$ cat config.mk
export PLATFORM = sky130hd
export DESIGN_NAME = dhbpc_top
export DESIGN_NICKNAME = d
export VERILOG_FILES = /design/src/dhbpc_pkg.sv /design/src/dhbpc_top.sv /design/src/dhbpc_bridge.sv
export SDC_FILE = /design/constraint.sdc
export NUM_CORES = 1
export LEC_CHECK = 0
export ABC_AREA = 0
export BUFFER_PORTS_ARGS = -buffer_cell sky130_fd_sc_hd__buf_2
export CAP_MARGIN = 30
export CORE_ASPECT_RATIO = 1.4
export CORE_UTILIZATION = 58
export CTS_BUF_LIST = sky130_fd_sc_hd__clkbuf_8
export CTS_CLUSTER_DIAMETER = 30
export DETAILED_ROUTE_END_ITERATION = 10
export PLACE_DENSITY = 0.79
export SETUP_SLACK_MARGIN = 0.2
export SYNTH_ARGS = -nofsm -noshare
export SYNTH_HDL_FRONTEND = slang
export SYNTH_SLANG_ARGS = --single-unit
export TNS_END_PERCENT = 100
$ cat constraint.sdc
create_clock -name aclk -period 2.3 [get_ports aclk]
set_input_delay 0.46 -clock aclk [delete_from_list [all_inputs] [get_ports aclk]]
set_output_delay 0.46 -clock aclk [all_outputs]
set_load 0.01 [all_outputs]
$ cat src/dhbpc_pkg.sv
/*
 * Shared constants for the dual H-bridge PWM control block: register map,
 * field positions, reset values and timing counts.
 * Assumes a 20 MHz system clock; every count below derives from it.
 */
package dhbpc_pkg;
    // ========================================================
    // Clock and timing
    localparam int CLK_PERIOD_NS  = 50;
    localparam int CHOP_PERIOD_NS = 25000;
    localparam int BLANK_NS       = 2400;
    localparam int OCP_DEG_NS     = 1500;
    localparam int OCP_RETRY_NS   = 1900000;
    localparam int WAKE_NS        = 1000000;
    // Period is exact; least times round up, longest times round down.
    localparam int CHOP_CYC  = CHOP_PERIOD_NS / CLK_PERIOD_NS;
    localparam int BLANK_CYC = (BLANK_NS + CLK_PERIOD_NS - 1) / CLK_PERIOD_NS;
    localparam int DEG_CYC   = (OCP_DEG_NS + CLK_PERIOD_NS - 1)
                               / CLK_PERIOD_NS;
    localparam int RETRY_CYC = (OCP_RETRY_NS + CLK_PERIOD_NS - 1)
                               / CLK_PERIOD_NS;
    localparam int WAKE_CYC  = WAKE_NS / CLK_PERIOD_NS;
    // Analog figures, kept for reference; the comparators are off-chip.
    localparam int CHOP_REF_MV    = 200;
    localparam int THERM_TRIP_C   = 160;
    localparam int THERM_HYST_C   = 45;
    // ========================================================
    // Register map (byte addresses)
    localparam logic [3:0] CTRL_ADDR   = 4'h0;
    localparam logic [3:0] STATUS_ADDR = 4'h4;
    localparam logic [1:0] CTRL_RST    = 2'h3;
    localparam int CTRL_CHOP_A   = 0;
    localparam int CTRL_CHOP_B   = 1;
    localparam int ST_OCP_A      = 0;
    localparam int ST_OCP_B      = 1;
    localparam int ST_HOT        = 2;
    localparam int ST_AWAKE      = 3;
    localparam int ST_CHOP_A     = 4;
    localparam int ST_CHOP_B     = 5;
    localparam logic [1:0] RESP_OKAY   = 2'h0;
    localparam logic [1:0] RESP_SLVERR = 2'h2;
    // Synchroniser vector layout.
    localparam int SYNC_W = 11;
endpackage

$ cat src/dhbpc_top.sv
/*
 * Dual H-bridge PWM control logic: two bridge channels, input
 * synchronisers, sleep and wake timing, thermal and supply lockout, the
 * open-drain fault pin and an AXI4-Lite register slave.
 * Assumes the analog detectors deliver digital flags with their own
 * hysteresis, and an external pull-up on the fault pin.
 */
// Chosen here: the placing of the registers and the AXI4-Lite interface to the registers.
// Overview of operation
// - Two independent channels, each driven only by its own inputs.
// - Decode 00 coast, 01 reverse, 10 forward, 11 brake.
// - Chopping runs at a fixed 25 us period, starting with drive.
// - Comparator trip turns bridge off until the next period.
// - Sense comparator ignored for 2.4 us after each bridge enable; blanking here restarts only at each period start.
// - Comparator trips at 200 mV; grounded sense disables limiting.
// - Sleep low turns bridges off, resets logic, halts timers.
// - Other inputs ignored while asleep.
// - About 1 ms after wake before bridges respond.
// - Qualified overcurrent shuts that bridge and pulls fault low.
// - After retry time bridge re-enables; repeats while it persists.
// - Overcurrent shuts only the bridge that saw it.
// - Overcurrent path is separate from chopping comparator.
// - Over-temperature turns all bridges off and pulls fault low; fault here pulled only once the wake delay has ended.
// - Thermal trip near 160 C, resume after 45 C drop.
// - Supply lockout turns everything off and resets the logic.
// - Fault pin is open-drain, only ever pulled low.
`timescale 1ns/10ps
module dhbpc_top #(
    parameter int RETRY_CYC = dhbpc_pkg::RETRY_CYC,
    parameter int WAKE_CYC  = dhbpc_pkg::WAKE_CYC
) (
    input  wire logic        aclk,                   // 20 MHz clock.
    input  wire logic        aresetn,                // Sync reset, low.
    input  wire logic        sleep_request_low,      // Sleep pin, low.
    input  wire logic        chan_a_input_first,     // Channel A in 1.
    input  wire logic        chan_a_input_second,    // Channel A in 2.
    input  wire logic        chan_b_input_first,     // Channel B in 1.
    input  wire logic        chan_b_input_second,    // Channel B in 2.
    input  wire logic        chop_trip_a,            // A sense trip.
    input  wire logic        chop_trip_b,            // B sense trip.
    input  wire logic        over_cur_a,             // A overcurrent.
    input  wire logic        over_cur_b,             // B overcurrent.
    input  wire logic        thermal_shutdown,       // Overheat flag.
    input  wire logic        supply_lockout,         // Undervoltage.
    output logic             chan_a_output_first,    // A out 1 level.
    output logic             chan_a_output_first_oe, // A out 1 driven.
    output logic             chan_a_output_second,   // A out 2 level.
    output logic             chan_a_output_second_oe,// A out 2 driven.
    output logic             chan_b_output_first,    // B out 1 level.
    output logic             chan_b_output_first_oe, // B out 1 driven.
    output logic             chan_b_output_second,   // B out 2 level.
    output logic             chan_b_output_second_oe,// B out 2 driven.
    output logic             fault_flag_low,         // Always low.
    output logic             fault_flag_low_oe,      // Pull-down on.
    input  wire logic [3:0]  s_axi_awaddr,           // Write address.
    input  wire logic        s_axi_awvalid,          // Address valid.
    output logic             s_axi_awready,          // Address taken.
    input  wire logic [31:0] s_axi_wdata,            // Write data.
    input  wire logic [3:0]  s_axi_wstrb,            // Byte enables.
    input  wire logic        s_axi_wvalid,           // Data valid.
    output logic             s_axi_wready,           // Data taken.
    output logic [1:0]       s_axi_bresp,            // Write response.
    output logic             s_axi_bvalid,           // Response valid.
    input  wire logic        s_axi_bready,           // Response taken.
    input  wire logic [3:0]  s_axi_araddr,           // Read address.
    input  wire logic        s_axi_arvalid,          // Address valid.
    output logic             s_axi_arready,          // Address taken.
    output logic [31:0]      s_axi_rdata,            // Read data.
    output logic [1:0]       s_axi_rresp,            // Read response.
    output logic             s_axi_rvalid,           // Data valid.
    input  wire logic        s_axi_rready            // Data taken.
);
    localparam int W = dhbpc_pkg::SYNC_W;

    logic [W-1:0] raw;
    logic [W-1:0] meta_reg;
    logic [W-1:0] sync_reg;
    logic         lrst;
    logic         awake;
    logic         run;
    logic [15:0]  wake_reg;
    logic [1:0]   ctrl_reg;
    logic         ocp_a;
    logic         ocp_b;
    logic         chop_a;
    logic         chop_b;
    logic [3:0]   aw_addr_reg;
    logic         aw_held_reg;
    logic [31:0]  w_data_reg;
    logic [3:0]   w_strb_reg;
    logic         w_held_reg;
    logic [31:0]  status;

    // Named views of the synchronised pins.
    logic s_sleep_n;
    logic s_a1;
    logic s_a2;
    logic s_b1;
    logic s_b2;
    logic s_trip_a;
    logic s_trip_b;
    logic s_oc_a;
    logic s_oc_b;
    logic s_hot;
    logic s_uv;

    // ========================================================
    // Input synchronisers. The first stage feeds only the second, so a
    // metastable sample never reaches decode or counters.
    assign raw = {sleep_request_low, chan_a_input_first,
                  chan_a_input_second, chan_b_input_first,
                  chan_b_input_second, chop_trip_a, chop_trip_b,
                  over_cur_a, over_cur_b, thermal_shutdown,
                  supply_lockout};

    always_ff @(posedge aclk) begin
        if (!aresetn) begin
            meta_reg <= '0;
            sync_reg <= '0;
        end else begin
            meta_reg <= raw;
            sync_reg <= meta_reg;
        end
    end

    assign {s_sleep_n, s_a1, s_a2, s_b1, s_b2, s_trip_a, s_trip_b,
            s_oc_a, s_oc_b, s_hot, s_uv} = sync_reg;

    // ========================================================
    // Sleep and lockout hold the motor logic in reset; the register
    // file stays alive so software can still read why.
    assign lrst = !aresetn || !s_sleep_n || s_uv;

    // Wake delay counts only after sleep and lockout release.
    always_ff @(posedge aclk) begin
        if (lrst) begin
            wake_reg <= 16'h0000;
        end else if (wake_reg != 16'(WAKE_CYC)) begin
            wake_reg <= wake_reg + 16'h0001;
        end
    end

    assign awake = (wake_reg == 16'(WAKE_CYC));
    // Thermal flag carries its own 45 C hysteresis from the detector.
    assign run   = awake && !s_hot;

    // ========================================================
    // Bridge channels, each fed only by its own pins.
    dhbpc_bridge #(.RETRY_CYC(RETRY_CYC)) u_chan_a (
        .aclk       (aclk),
        .lrst       (lrst),
        .run        (run),
        .chop_en    (ctrl_reg[dhbpc_pkg::CTRL_CHOP_A]),
        .in_first   (s_a1),
        .in_second  (s_a2),
        .chop_trip  (s_trip_a),
        .over_cur   (s_oc_a),
        .out_first  (chan_a_output_first),
        .out_second (chan_a_output_second),
        .oe_first   (chan_a_output_first_oe),
        .oe_second  (chan_a_output_second_oe),
        .ocp_shut   (ocp_a),
        .chop_off   (chop_a)
    );

    dhbpc_bridge #(.RETRY_CYC(RETRY_CYC)) u_chan_b (
        .aclk       (aclk),
        .lrst       (lrst),
        .run        (run),
        .chop_en    (ctrl_reg[dhbpc_pkg::CTRL_CHOP_B]),
        .in_first   (s_b1),
        .in_second  (s_b2),
        .chop_trip  (s_trip_b),
        .over_cur   (s_oc_b),
        .out_first  (chan_b_output_first),
        .out_second (chan_b_output_second),
        .oe_first   (chan_b_output_first_oe),
        .oe_second  (chan_b_output_second_oe),
        .ocp_shut   (ocp_b),
        .chop_off   (chop_b)
    );

    // ========================================================
    // Open-drain fault pin: level is always low, only the enable moves.
    always_ff @(posedge aclk) begin
        if (!aresetn) begin
            fault_flag_low    <= 1'b0;
            fault_flag_low_oe <= 1'b0;
        end else begin
            fault_flag_low    <= 1'b0;
            fault_flag_low_oe <= ocp_a || ocp_b || (awake && s_hot);
        end
    end

    // ========================================================
    // AXI4-Lite write path. Address and data are caught in either
    // order; the response issues once both are held.
    assign s_axi_awready = !aw_held_reg && !s_axi_bvalid;
    assign s_axi_wready  = !w_held_reg && !s_axi_bvalid;

    always_ff @(posedge aclk) begin
        if (!aresetn) begin
            aw_held_reg <= 1'b0;
            aw_addr_reg <= 4'h0;
        end else if (s_axi_awvalid && s_axi_awready) begin
            aw_held_reg <= 1'b1;
            aw_addr_reg <= s_axi_awaddr;
        end else if (aw_held_reg && w_held_reg) begin
            aw_held_reg <= 1'b0;
        end
    end

    always_ff @(posedge aclk) begin
        if (!aresetn) begin
            w_held_reg <= 1'b0;
            w_data_reg <= 32'h0000_0000;
            w_strb_reg <= 4'h0;
        end else if (s_axi_wvalid && s_axi_wready) begin
            w_held_reg <= 1'b1;
            w_data_reg <= s_axi_wdata;
            w_strb_reg <= s_axi_wstrb;
        end else if (aw_held_reg && w_held_reg) begin
            w_held_reg <= 1'b0;
        end
    end

    // Commit and respond; only the low byte carries control bits.
    always_ff @(posedge aclk) begin
        if (!aresetn) begin
            ctrl_reg     <= dhbpc_pkg::CTRL_RST;
            s_axi_bvalid <= 1'b0;
            s_axi_bresp  <= dhbpc_pkg::RESP_OKAY;
        end else if (aw_held_reg && w_held_reg) begin
            s_axi_bvalid <= 1'b1;
            if (aw_addr_reg == dhbpc_pkg::CTRL_ADDR) begin
                s_axi_bresp <= dhbpc_pkg::RESP_OKAY;
                if (w_strb_reg[0]) begin
                    ctrl_reg <= w_data_reg[1:0];
                end
            end else if (aw_addr_reg == dhbpc_pkg::STATUS_ADDR) begin
                s_axi_bresp <= dhbpc_pkg::RESP_OKAY;
            end else begin
                s_axi_bresp <= dhbpc_pkg::RESP_SLVERR;
            end
        end else if (s_axi_bvalid && s_axi_bready) begin
            s_axi_bvalid <= 1'b0;
        end
    end

    // ========================================================
    // AXI4-Lite read path, answered one cycle after the address.
    assign s_axi_arready = !s_axi_rvalid;

    always_comb begin
        status = 32'h0000_0000;
        status[dhbpc_pkg::ST_OCP_A]  = ocp_a;
        status[dhbpc_pkg::ST_OCP_B]  = ocp_b;
        status[dhbpc_pkg::ST_HOT]    = s_hot;
        status[dhbpc_pkg::ST_AWAKE]  = awake;
        status[dhbpc_pkg::ST_CHOP_A] = chop_a;
        status[dhbpc_pkg::ST_CHOP_B] = chop_b;
    end

    always_ff @(posedge aclk) begin
        if (!aresetn) begin
            s_axi_rvalid <= 1'b0;
            s_axi_rdata  <= 32'h0000_0000;
            s_axi_rresp  <= dhbpc_pkg::RESP_OKAY;
        end else if (s_axi_arvalid && s_axi_arready) begin
            s_axi_rvalid <= 1'b1;
            s_axi_rresp  <= dhbpc_pkg::RESP_OKAY;
            if (s_axi_araddr == dhbpc_pkg::CTRL_ADDR) begin
                s_axi_rdata <= {30'h0000_0000, ctrl_reg};
            end else if (s_axi_araddr == dhbpc_pkg::STATUS_ADDR) begin
                s_axi_rdata <= status;
            end else begin
                s_axi_rdata <= 32'h0000_0000;
                s_axi_rresp <= dhbpc_pkg::RESP_SLVERR;
            end
        end else if (s_axi_rready) begin
            s_axi_rvalid <= 1'b0;
        end
    end
endmodule

$ cat src/dhbpc_bridge.sv
/*
 * One H-bridge channel: input decode, fixed-period current chopping with
 * blanking, and overcurrent shutdown with timed retry.
 * Assumes all inputs are already synchronised to aclk.
 */
`timescale 1ns/10ps
module dhbpc_bridge #(
    parameter int RETRY_CYC = dhbpc_pkg::RETRY_CYC
) (
    input  wire logic aclk,       // System clock.
    input  wire logic lrst,       // Logic reset, active high.
    input  wire logic run,        // Awake and not overheated.
    input  wire logic chop_en,    // Current chopping enable.
    input  wire logic in_first,   // First logic input.
    input  wire logic in_second,  // Second logic input.
    input  wire logic chop_trip,  // Sense comparator tripped.
    input  wire logic over_cur,   // Overcurrent detector.
    output logic      out_first,  // First output level.
    output logic      out_second, // Second output level.
    output logic      oe_first,   // First output driven.
    output logic      oe_second,  // Second output driven.
    output logic      ocp_shut,   // Bridge shut by overcurrent.
    output logic      chop_off    // Bridge off until next period.
);
    logic [9:0]  period_reg;
    logic [5:0]  blank_reg;
    logic [4:0]  deg_reg;
    logic [15:0] retry_reg;
    logic        start;
    logic        driving;

    assign start   = (period_reg == 10'h000);
    assign driving = in_first ^ in_second;

    // ========================================================
    // Chopping period and blanking; timers halt while not running.
    always_ff @(posedge aclk) begin
        if (lrst || !run) begin
            period_reg <= 10'h000;
        end else if (period_reg == 10'(dhbpc_pkg::CHOP_CYC - 1)) begin
            period_reg <= 10'h000;
        end else begin
            period_reg <= period_reg + 10'h001;
        end
    end

    // Blanking reloads at every period start so switching spikes pass.
    always_ff @(posedge aclk) begin
        if (lrst || !run || start) begin
            blank_reg <= 6'(dhbpc_pkg::BLANK_CYC);
        end else if (blank_reg != 6'h00) begin
            blank_reg <= blank_reg - 6'h01;
        end
    end

    // Trip turns the bridge off until the period restarts.
    always_ff @(posedge aclk) begin
        if (lrst || !run || start) begin
            chop_off <= 1'b0;
        end else if (chop_en && driving && chop_trip
                     && blank_reg == 6'h00) begin
            chop_off <= 1'b1;
        end
    end

    // ========================================================
    // Overcurrent qualification and retry, apart from chopping.
    always_ff @(posedge aclk) begin
        if (lrst) begin
            deg_reg   <= 5'h00;
            retry_reg <= 16'h0000;
            ocp_shut  <= 1'b0;
        end else if (ocp_shut) begin
            if (retry_reg == 16'(RETRY_CYC - 1)) begin
                ocp_shut  <= 1'b0;
                retry_reg <= 16'h0000;
            end else begin
                retry_reg <= retry_reg + 16'h0001;
            end
        end else if (over_cur) begin
            if (deg_reg == 5'(dhbpc_pkg::DEG_CYC - 1)) begin
                ocp_shut <= 1'b1;
                deg_reg  <= 5'h00;
            end else begin
                deg_reg <= deg_reg + 5'h01;
            end
        end else begin
            deg_reg <= 5'h00;
        end
    end

    // ========================================================
    // Output decode; coast, chop-off while driving and shutdown all release both pins.
    always_ff @(posedge aclk) begin
        if (lrst || !run || ocp_shut) begin
            {out_first, out_second} <= 2'h0;
            {oe_first, oe_second}   <= 2'h0;
        end else begin
            case ({in_first, in_second})
                2'b01: begin
                    {out_first, out_second} <= 2'h1;
                    {oe_first, oe_second}   <= {2{!chop_off}};
                end
                2'b10: begin
                    {out_first, out_second} <= 2'h2;
                    {oe_first, oe_second}   <= {2{!chop_off}};
                end
                2'b11: begin
                    {out_first, out_second} <= 2'h0;
                    {oe_first, oe_second}   <= 2'h3;
                end
                default: begin
                    {out_first, out_second} <= 2'h0;
                    {oe_first, oe_second}   <= 2'h0;
                end
            endcase
        end
    end
endmodule

[Yosys cells after proc, flatten, opt, wreduce, memory -nomap -nowiden]
Index checks and enable logic that the tools add are counted.
Cells by class
  add/sub/neg operators: 9
  eq/ne operators: 16
  muxes and demuxes: 33
  bitwise operators: 2
  reduce and logical (&&, ||, !) cells: 51
Operator list (count)
  $add 16x1->16 const B: 3
  $eq 16x16->1 const B: 2
  $mux 16: 2
  $add 10x1->10 const B: 2
  $eq 10x9->1 const B: 2
  $logic_not 10->1: 2
  $mux 5: 4
  $mux 1: 19
  $eq 16x15->1 const B: 1
  $ne 16x15->1 const B: 1
  $logic_and 1x1->1: 15
  $logic_not 6->1: 2
  $mux 6: 2
  $reduce_bool 6->1: 2
  $sub 6x1->6 const B: 2
  $add 5x1->5 const B: 2
  $eq 5x5->1 const B: 2
  $logic_not 1->1: 10
  $logic_or 1x1->1: 9
  $eq 2x2->1 const B: 4
  $eq 4x3->1 const B: 2
  $logic_not 4->1: 2
  $mux 2: 4
  $reduce_bool 2->1: 4
  5 further kinds: 11
Storage, ports and cells
  flip-flop bits (word level): 172
  word-level logic and storage cells: 144

[Depth between registers and ports, before layout]
Gate-level depths: netlist (run 1).
  depth after elaboration: 5
  mapped depth: 6
  gate-level depth less buffers: 6

[By module]
Synthesis (run 1) repeated with hierarchy kept, for this count alone.
Unflattened totals
  cells, all modules: 701
  area total of the unflattened synthesis: 6358.6 um^2
By module, submodules not included
  dhbpc_bridge: instances 2, cells each 224, area an instance 1961.9 um^2, sequential area each 840.8 um^2
  dhbpc_top: instances 1, cells each 253, area an instance 2434.8 um^2, sequential area each 1201.2 um^2

[Worst setup path before layout (run 1)]
Ideal clock, no wire load.
  path type: reg2reg
  start point: register wake_reg[2]
  end point: register u_chan_b.blank_reg[4]
  setup time: 0.127 ns
  data arrival time: 2.007 ns
  data required time: 2.173 ns
  setup slack: 0.166 ns
  cell stages (with the launch flop): 5
  cells stage by stage: dfxtp_1 or4b_4 nor4_4 nand3_2 or3_1
On the way
  longest elaborated chain between the ends: 5
Ends and longest elaborated chain
  start: declaration: line dhbpc_top.sv:81  | logic [15:0] wake_reg;
  start signal: assignment: line dhbpc_top.sv:139  | wake_reg <= wake_reg + 16'h0001;
  $eq 16x15->1: line dhbpc_top.sv:143  | assign awake = (wake_reg == 16'(WAKE_CYC));
  $logic_and 1x1->1: line dhbpc_top.sv:145  | assign run = awake && !s_hot;
  $logic_not 1->1: line dhbpc_bridge.sv:49  | if (lrst || !run || start) begin
  $logic_or 1x1->1 (2 in a row): line dhbpc_bridge.sv:49
  end signal: assignment: line dhbpc_bridge.sv:50  | blank_reg <= 6'(dhbpc_pkg::BLANK_CYC);
  end signal: assignment: line dhbpc_bridge.sv:52  | blank_reg <= blank_reg - 6'h01;
  end: declaration: line dhbpc_bridge.sv:26  | logic [5:0] blank_reg;
No other way between the ends.
A chain may end at the register's enable or synchronous reset.

[Worst setup path after layout (run 1)]
  start point: register wake_reg[11]
  end point: register u_chan_a.blank_reg[5]
On the way
  longest elaborated chain between the ends: 5
Ends and longest elaborated chain (line)
  $eq 16x15->1: dhbpc_top.sv:143
  $logic_and 1x1->1: dhbpc_top.sv:145
  $logic_not 1->1: dhbpc_bridge.sv:49
  $logic_or 1x1->1 (2 in a row): dhbpc_bridge.sv:49
  end signal: assignment: dhbpc_bridge.sv:50
  end signal: assignment: dhbpc_bridge.sv:52
  end: declaration: dhbpc_bridge.sv:26
No other way between the ends.

==> results.md, run 1 <==
- Status: completed
- Max Cap Viol: 0
- Tcrit/Tclk final: 0.906
- Synth Area in Compound Gates: 0.0642
- Vias in the first global route: 4778
- Clock Sinks: 144
- # IOs: 113
- DR WL/cell: 13.8 um
- Type of origin of the critical path: flip-flop
- Max-slew headroom: 0.455
- GPL Wtd Cong: 0.849
- Drt total wl: 12700 um
- Critical path, cell by cell: or4bb_4 > nor4_4 > buf_6 > buf_4 > nand3_2 > a211o_1
- DRC Markers: 0
- Clock transition at path regs: 0.08 ns
- Worst-path maximum fanout: 8
- Power, Total: 0.00498 W
- Worst hold path class: in -> reg
- Die Wd: 90.2 um
- Req. time, crit path: 2.63 ns
- Synth Register Bits: 144
- Port buffer count: 50
- Die height: 125 um
- Worst-Skew Late Latency: 0.44 ns
- XOR/XNOR share of the synthesized area: 0.0790
- Sum of negative setup slack: 0 ns
- CP Class: reg -> reg
- Ys flop type: dfxtp_1
- Area of the core: 10500 sq um
- Max-slew violations: 0
- Cell area after layout: 7220 sq um
- Diode count: 0
- Fraction of layout cells with a size suffix above 1: 0.154
- Pin count of the biggest net entering global routing: 28
- Gr usage total: 0.226
- Post-layout min period: 2.08 ns
- Vias: 4930
- Max incr delay on CP: 0.56 ns
- Static Leakage: 2.66 nW
- Die footprint: 11300 sq um
- Final clock skew: 0.0154 ns
- Synth-to-layout area growth: 14.2%
- Initial core utilization: 0.604
- Nets: 851
- First-pass GRT wire length: 20700 um
- Maximum vdd drop: 473 uV
- Drt via density: 5.38
- CP Data Arrival Time: 2.41 ns
- Distinct cells, synth: 57
- Clock Tree Root: clkbuf_8
- Crit end category: flip-flop
- Unrepaired setup endpoints after global routing: true
- Largest family of logic cells by synthesized area: simple AND/OR/NAND/NOR gates
- Async set or reset register ratio after synthesis: 0
- Fmax: 0.480 GHz
- R2r setup slk: 0.22 ns
- Post-route ant nets: 0
- Mux cell area share after synthesis: 0.0224
- Max H-tree Level: 4
- Endpoints failing setup: 0
- Worst-margin pin slew: 0.814 ns
- Post-Syn Area: 6320 sq um
- TritonRoute pass-1 iters: 4
- Number of synthesized flops with an enable pin: 0
- Post-DP Area: 6670 sq um
- Total grt overflow: 0
- Fill count: 802
- Mapped Cells: 696
- Adder-Cell Fraction of Synth Area: 0.0456
- Clock Path Buffers: 2
- Initial antenna violation count: 0
- Row Count: 44
- Final Hold Fails: 0
- Slowest stage cell, crit path: or4bb_4
- PwrDens: 690 nW/um^2
- CTS tree: built
- Simple logic cell fraction of the synthesized area: 0.265
- DR iter-0 viols: 169
- Sequential area share after synthesis: 0.456
- Synth warn: 0
- Hpwl dp: 8880 um
- TritonCTS Buffers: 17
- Syn Area/Cell: 9.08 sq um
==> what timing repair did <==
item                       CTS  global route
pin swaps                    0             1
setup buffers                3             1
setup endpoints to repair    3            26
gates cloned                 0             1
hold buffers                 0             0
resized for setup            2             9
==> logic make-up (layout without fill, tap and decap cells) <==
kind of cell	after synthesis	count (layout)
AND/OR/NAND/NOR	310	310
flip-flops	144	144
buffers and inverters	82	137
AO/OA/AOI/OAI	65	65
XOR/XNOR	57	57
adder cells (fa/ha/maj)	23	23
multiplexers	14	14
other	1	29
==> per-layer routing <==
metal / vias up / global-route usage / routed length [um]
li1: 2460 / - / -
met1: 2372 / 0.235 / 5230
met2: 77 / 0.419 / 6770
met3: 21 / 0.0608 / 406
met4: 0 / 0.104 / 252
met5: - / 0 / 0
==> layout by cell type (no fill, tap or decap), types with 4 or more instances in the layout <==
cell type	n
a21oi_1	28
a22oi_1	5
and2_1	27
and3_1	6
and4_1	7
buf_2	50
buf_4	16
bufinv_16	4
clkbuf_8	21
clkinvlp_4	4
conb_1	29
dfxtp_1	142
ha_1	23
inv_1	35
mux2i_1	13
nand2_1	36
nand2b_1	5
nand3_1	29
nand4_1	22
nor2_1	95
nor2b_1	7
nor3_1	15
nor3b_1	7
nor4_1	11
o21ai_0	11
or3_1	13
or4_1	4
xnor2_1	31
xor2_1	26
==> cell usage after synthesis (5+ instances only) <==
cell / number / area, sq um
o21ai_0: 11 / 55.1
nand2b_1: 5 / 31.3
nor2_1: 95 / 357
nor3b_1: 7 / 52.6
dfxtp_1: 144 / 2880
nor4_1: 12 / 75.1
inv_1: 35 / 131
a22oi_1: 5 / 37.5
a21oi_1: 28 / 140
mux2i_1: 13 / 130
and4_1: 7 / 61.3
buf_4: 31 / 233
nor2b_1: 7 / 43.8
or3_1: 13 / 81.3
clkbuf_1: 14 / 52.6
nand3_1: 30 / 150
xnor2_1: 31 / 272
ha_1: 23 / 288
nand2_1: 36 / 135
and3_1: 6 / 37.5
or4_1: 5 / 37.5
nand4_1: 22 / 138
nor3_1: 15 / 75.1
xor2_1: 26 / 228
and2_1: 27 / 169
==> cell type report <==
type / count / area, sq um / share of cell area
Tap cell: 138 / 173 / 0.0239
Timing Repair Buffer: 69 / 404 / 0.0560
Sequential cell: 144 / 2890 / 0.400
Clock inverter: 11 / 176 / 0.0244
Multi-Input combinational cell: 498 / 3150 / 0.437
Clock buffer: 21 / 289 / 0.0400
Inverter: 36 / 135 / 0.0187
==> final timing paths <==
path	start	to	cells past startpoint
worst max-delay path	wake_reg[11]$_SDFFE_PP0P_	u_chan_a.blank_reg[5]$_SDFFE_PP1P_	6
worst min-delay path	chan_b_input_first	meta_reg[7]$_SDFF_PN0_	2
worst max register to register	wake_reg[11]$_SDFFE_PP0P_	u_chan_a.blank_reg[5]$_SDFFE_PP1P_	6
worst min register to register	meta_reg[4]$_SDFF_PN0_	sync_reg[4]$_SDFF_PN0_	1
==> critical path: cells and delay by family, from the launching register on <==
kind	cells	cell delay, ns
and+or+nand+nor	3	1.00
DFF	1	0.38
buffers and inverters	2	0.31
AOI/OAI and AO/OA	1	0.30
==> stage by stage <==
stage / setup WS [ns] / instances / utilization / hold slack, ns
6_report: 0.215 / 917 / 0.690 / 0.227
5_1_grt: 0.144 / 917 / 0.690 / 0.202
4_1_cts: 0.227 / 915 / 0.685 / 0.204
3_5_place_dp: 0.168 / 880 / 0.637 / 0.418
3_3_place_gp: 0.227 / 880 / 0.637 / 0.416
2_1_floorplan: 0.204 / 724 / - / 0.412
==> report_power, final <==
part | total (W) | leakage (nW) | switching [W] | internal, W
Sequential | 0.00254 | 1.17 | 0.0000178 | 0.00253
Clock | 0.00227 | 0.221 | 0.000961 | 0.00131
Combinational | 0.000170 | 1.27 | 0.0000995 | 0.0000705
Total | 0.00498 | 2.66 | 0.00108 | 0.00390
Note: power is estimated with default switching activity, not from simulation.
==> run 2, diff against run 1 <==
--- a/config.mk
+++ b/config.mk
@@ -13,6 +13,7 @@
 export CTS_BUF_LIST = sky130_fd_sc_hd__clkbuf_8
 export CTS_CLUSTER_DIAMETER = 30
 export DETAILED_ROUTE_END_ITERATION = 10
+export GPL_TIMING_DRIVEN = 0
 export PLACE_DENSITY = 0.79
 export SETUP_SLACK_MARGIN = 0.2
 export SYNTH_ARGS = -nofsm -noshare
==> run 2 against run 1 <==
Net effect:
- die area unchanged
- worst hold slack worse by 0.019 ns
- clock skew down 0.0053 ns
- via count up 2.4%
- critical path depth unchanged
- largest cell class unchanged
==> results.md, run 2 (same netlist as run 1, synthesis figures left out) <==
- Nets: 889 (+4.5%)
- Worst-Skew Late Latency: 0.46 ns (+0.02 ns)
- Clock Path Buffers: 2 (unchanged)
- Status: completed
- Die Wd: 90.2 um (unchanged)
- Worst-margin pin slew: 0.986 ns (+0.172 ns)
- Port buffer count: 49 (-2.0%)
- Initial antenna violation count: 0 (unchanged)
- DR WL/cell: 13.8 um (-0.17%)
- Clock transition at path regs: 0.08 ns (about the same)
- Post-route ant nets: 0 (unchanged)
- Non-Filler Instances: 953 (+3.9%)
- Worst-path maximum fanout: 7 (-1)
- Worst hold slack: 0.208 ns (-0.0194 ns)
- Commonest cells after routing, fill and taps aside: dfxtp_1 (140), nor2_1 (94), buf_2 (50)
- Diode count: 0 (unchanged)
- Sum of negative setup slack: 0 ns (unchanged)
- Max-slew headroom: 0.334 (-0.122)
- TritonCTS Buffers: 17 (unchanged)
- Req. time, crit path: 2.64 ns (about the same)
- Pint: 0.00390 W (-0.19%)
- Die height: 125 um (unchanged)
- Area taken by flip-flops and latches: 2890 sq um (about the same)
- CTS tree: built
- Hpwl dp: 9400 um (+5.9%)
- Area of the core: 10500 sq um (unchanged)
- Drt via density: 5.30 (-1.5%)
- Most common cell after layout, fill and taps aside: dfxtp_1
- DRC Markers: 0 (unchanged)
- First-pass GRT wire length: 21700 um (+5.2%)
- Max H-tree Level: 4 (unchanged)
- Synth-to-layout area growth: 17.5%
- Type of origin of the critical path: flip-flop
- Crit end category: flip-flop
- Drt total wl: 13100 um (+3.8%)
- Worst hold path class: in -> reg
- Core Util, Final: 0.710 (+0.0200)
- Share of power burned in combinational logic: 0.043 (+0.009)
- Row Count: 44 (unchanged)
- Static Leakage: 2.82 nW (+5.8%)
- Final Hold Fails: 0 (unchanged)
- Post-layout min period: 2.06 ns (-0.0285 ns)
- DR iter-0 viols: 224 (+33%)
- Clock network power share: 0.443 (-0.012)
- CP Data Arrival Time: 2.40 ns (about the same)
- Initial core utilization: 0.604 (unchanged)
- Fill count: 802 (unchanged)
- GPL Wtd Cong: 0.864 (+1.8%)
- Vias: 5049 (+2.4%)
- Total grt overflow: 0 (unchanged)
- Endpoints failing setup: 0 (unchanged)
- Fraction of layout cells with a size suffix above 1: 0.174 (+0.0202)
- Max-slew violations: 0 (unchanged)
- Final clock skew: 0.0100 ns (-0.00534 ns)
- Clock Tree Root: clkbuf_8
- Area of the multi-input gates: 3150 sq um (-0.16%)
- Unrepaired setup endpoints after global routing: true
- Psw: 0.00105 W (-2.2%)
- PwrDens: 667 nW/um^2 (-3.4%)
- Max Cap Viol: 0 (unchanged)
- Die footprint: 11300 sq um (unchanged)
- Fmax: 0.486 GHz (+1.4%)
- TritonRoute pass-1 iters: 4 (unchanged)
- Clock Sinks: 144 (unchanged)
- CP Class: reg -> reg
- Maximum vdd drop: 487 uV (+2.9%)
- Switching share of total power: 0.213 (-0.00347)
- Inst Count DP: 912 (+3.6%)
- Vias in the first global route: 4947 (+3.5%)
- Gr usage total: 0.239 (+0.0133)
- Tcrit/Tclk final: 0.894 (-0.0124)
- Pin count of the biggest net entering global routing: 17 (-39%)
- Flop pwr share: 0.514 (+0.003)
- # IOs: 113 (unchanged)
## run 2: worst max-delay path, stage by stage (launching register included)
cell and delay [ns]:
dfxtp_2 0.36, or4b_4 0.55, nor4_4 0.30, buf_6 0.17, buf_12 0.11, nand3_4 0.12, or3_1 0.33
## run 2: metrics by stage
stage          cell area (sq um)  power [W]  worst slack (ns)
3_3_place_gp                6850    0.00280            -0.506
5_1_grt                     7430    0.00511             0.183
3_5_place_dp                6850    0.00281            -0.516
6_report                    7430    0.00495             0.244
4_1_cts                     7360    0.00496             0.166
2_1_floorplan               6430    0.00275             0.204
## run 2: final cells by class
| type | count | share of cell area |
|---|---|---|
| timing repair buffer | 61 | 0.0475 |
| tap | 138 | 0.0233 |
| inverter | 36 | 0.0182 |
| multi-input combinational | 498 | 0.424 |
| buffer | 46 | 0.0399 |
| clock inverter | 13 | 0.0266 |
| clock buffer | 17 | 0.0315 |
| sequential | 144 | 0.389 |
## run 2: repair_timing
action,4_1_cts,5_1_grt
gates resized for setup,6,8
buffers inserted,5,5
cloned,0,1
pin swaps,2,1
setup endpoints to repair,53,29
hold buffers,0,0
## run 2: power by group through the flow
stage          Combinational, W  Sequential, W  Clock, W
2_1_floorplan          0.000146        0.00260         0
3_3_place_gp           0.000199        0.00260         0
3_5_place_dp           0.000205        0.00260         0
4_1_cts                0.000208        0.00254   0.00221
5_1_grt                0.000237        0.00255   0.00233
6_report               0.000214        0.00255   0.00219
## run 2: metal layers
| metal | part of all wire | global-route usage | vias up |
|---|---|---|---|
| li1 | - | - | 2539 |
| met1 | 0.40 | 0.252 | 2391 |
| met2 | 0.53 | 0.437 | 89 |
| met3 | 0.037 | 0.0596 | 30 |
| met4 | 0.031 | 0.121 | 0 |
| met5 | 0 | 0 | - |
## run 2: path summary, 6_finish.rpt
| check | start | end | slack (ns) | cells after the start |
|---|---|---|---|---|
| max | wake_reg[2]$_SDFFE_PP0P_ | u_chan_b.blank_reg[4]$_SDFFE_PP1P_ | 0.24 | 6 |
| min reg2reg | meta_reg[7]$_SDFF_PN0_ | sync_reg[7]$_SDFF_PN0_ | 0.43 | 1 |
| min | over_cur_a | meta_reg[3]$_SDFF_PN0_ | 0.21 | 2 |
| max reg2reg | wake_reg[2]$_SDFFE_PP0P_ | u_chan_b.blank_reg[4]$_SDFFE_PP1P_ | 0.24 | 6 |
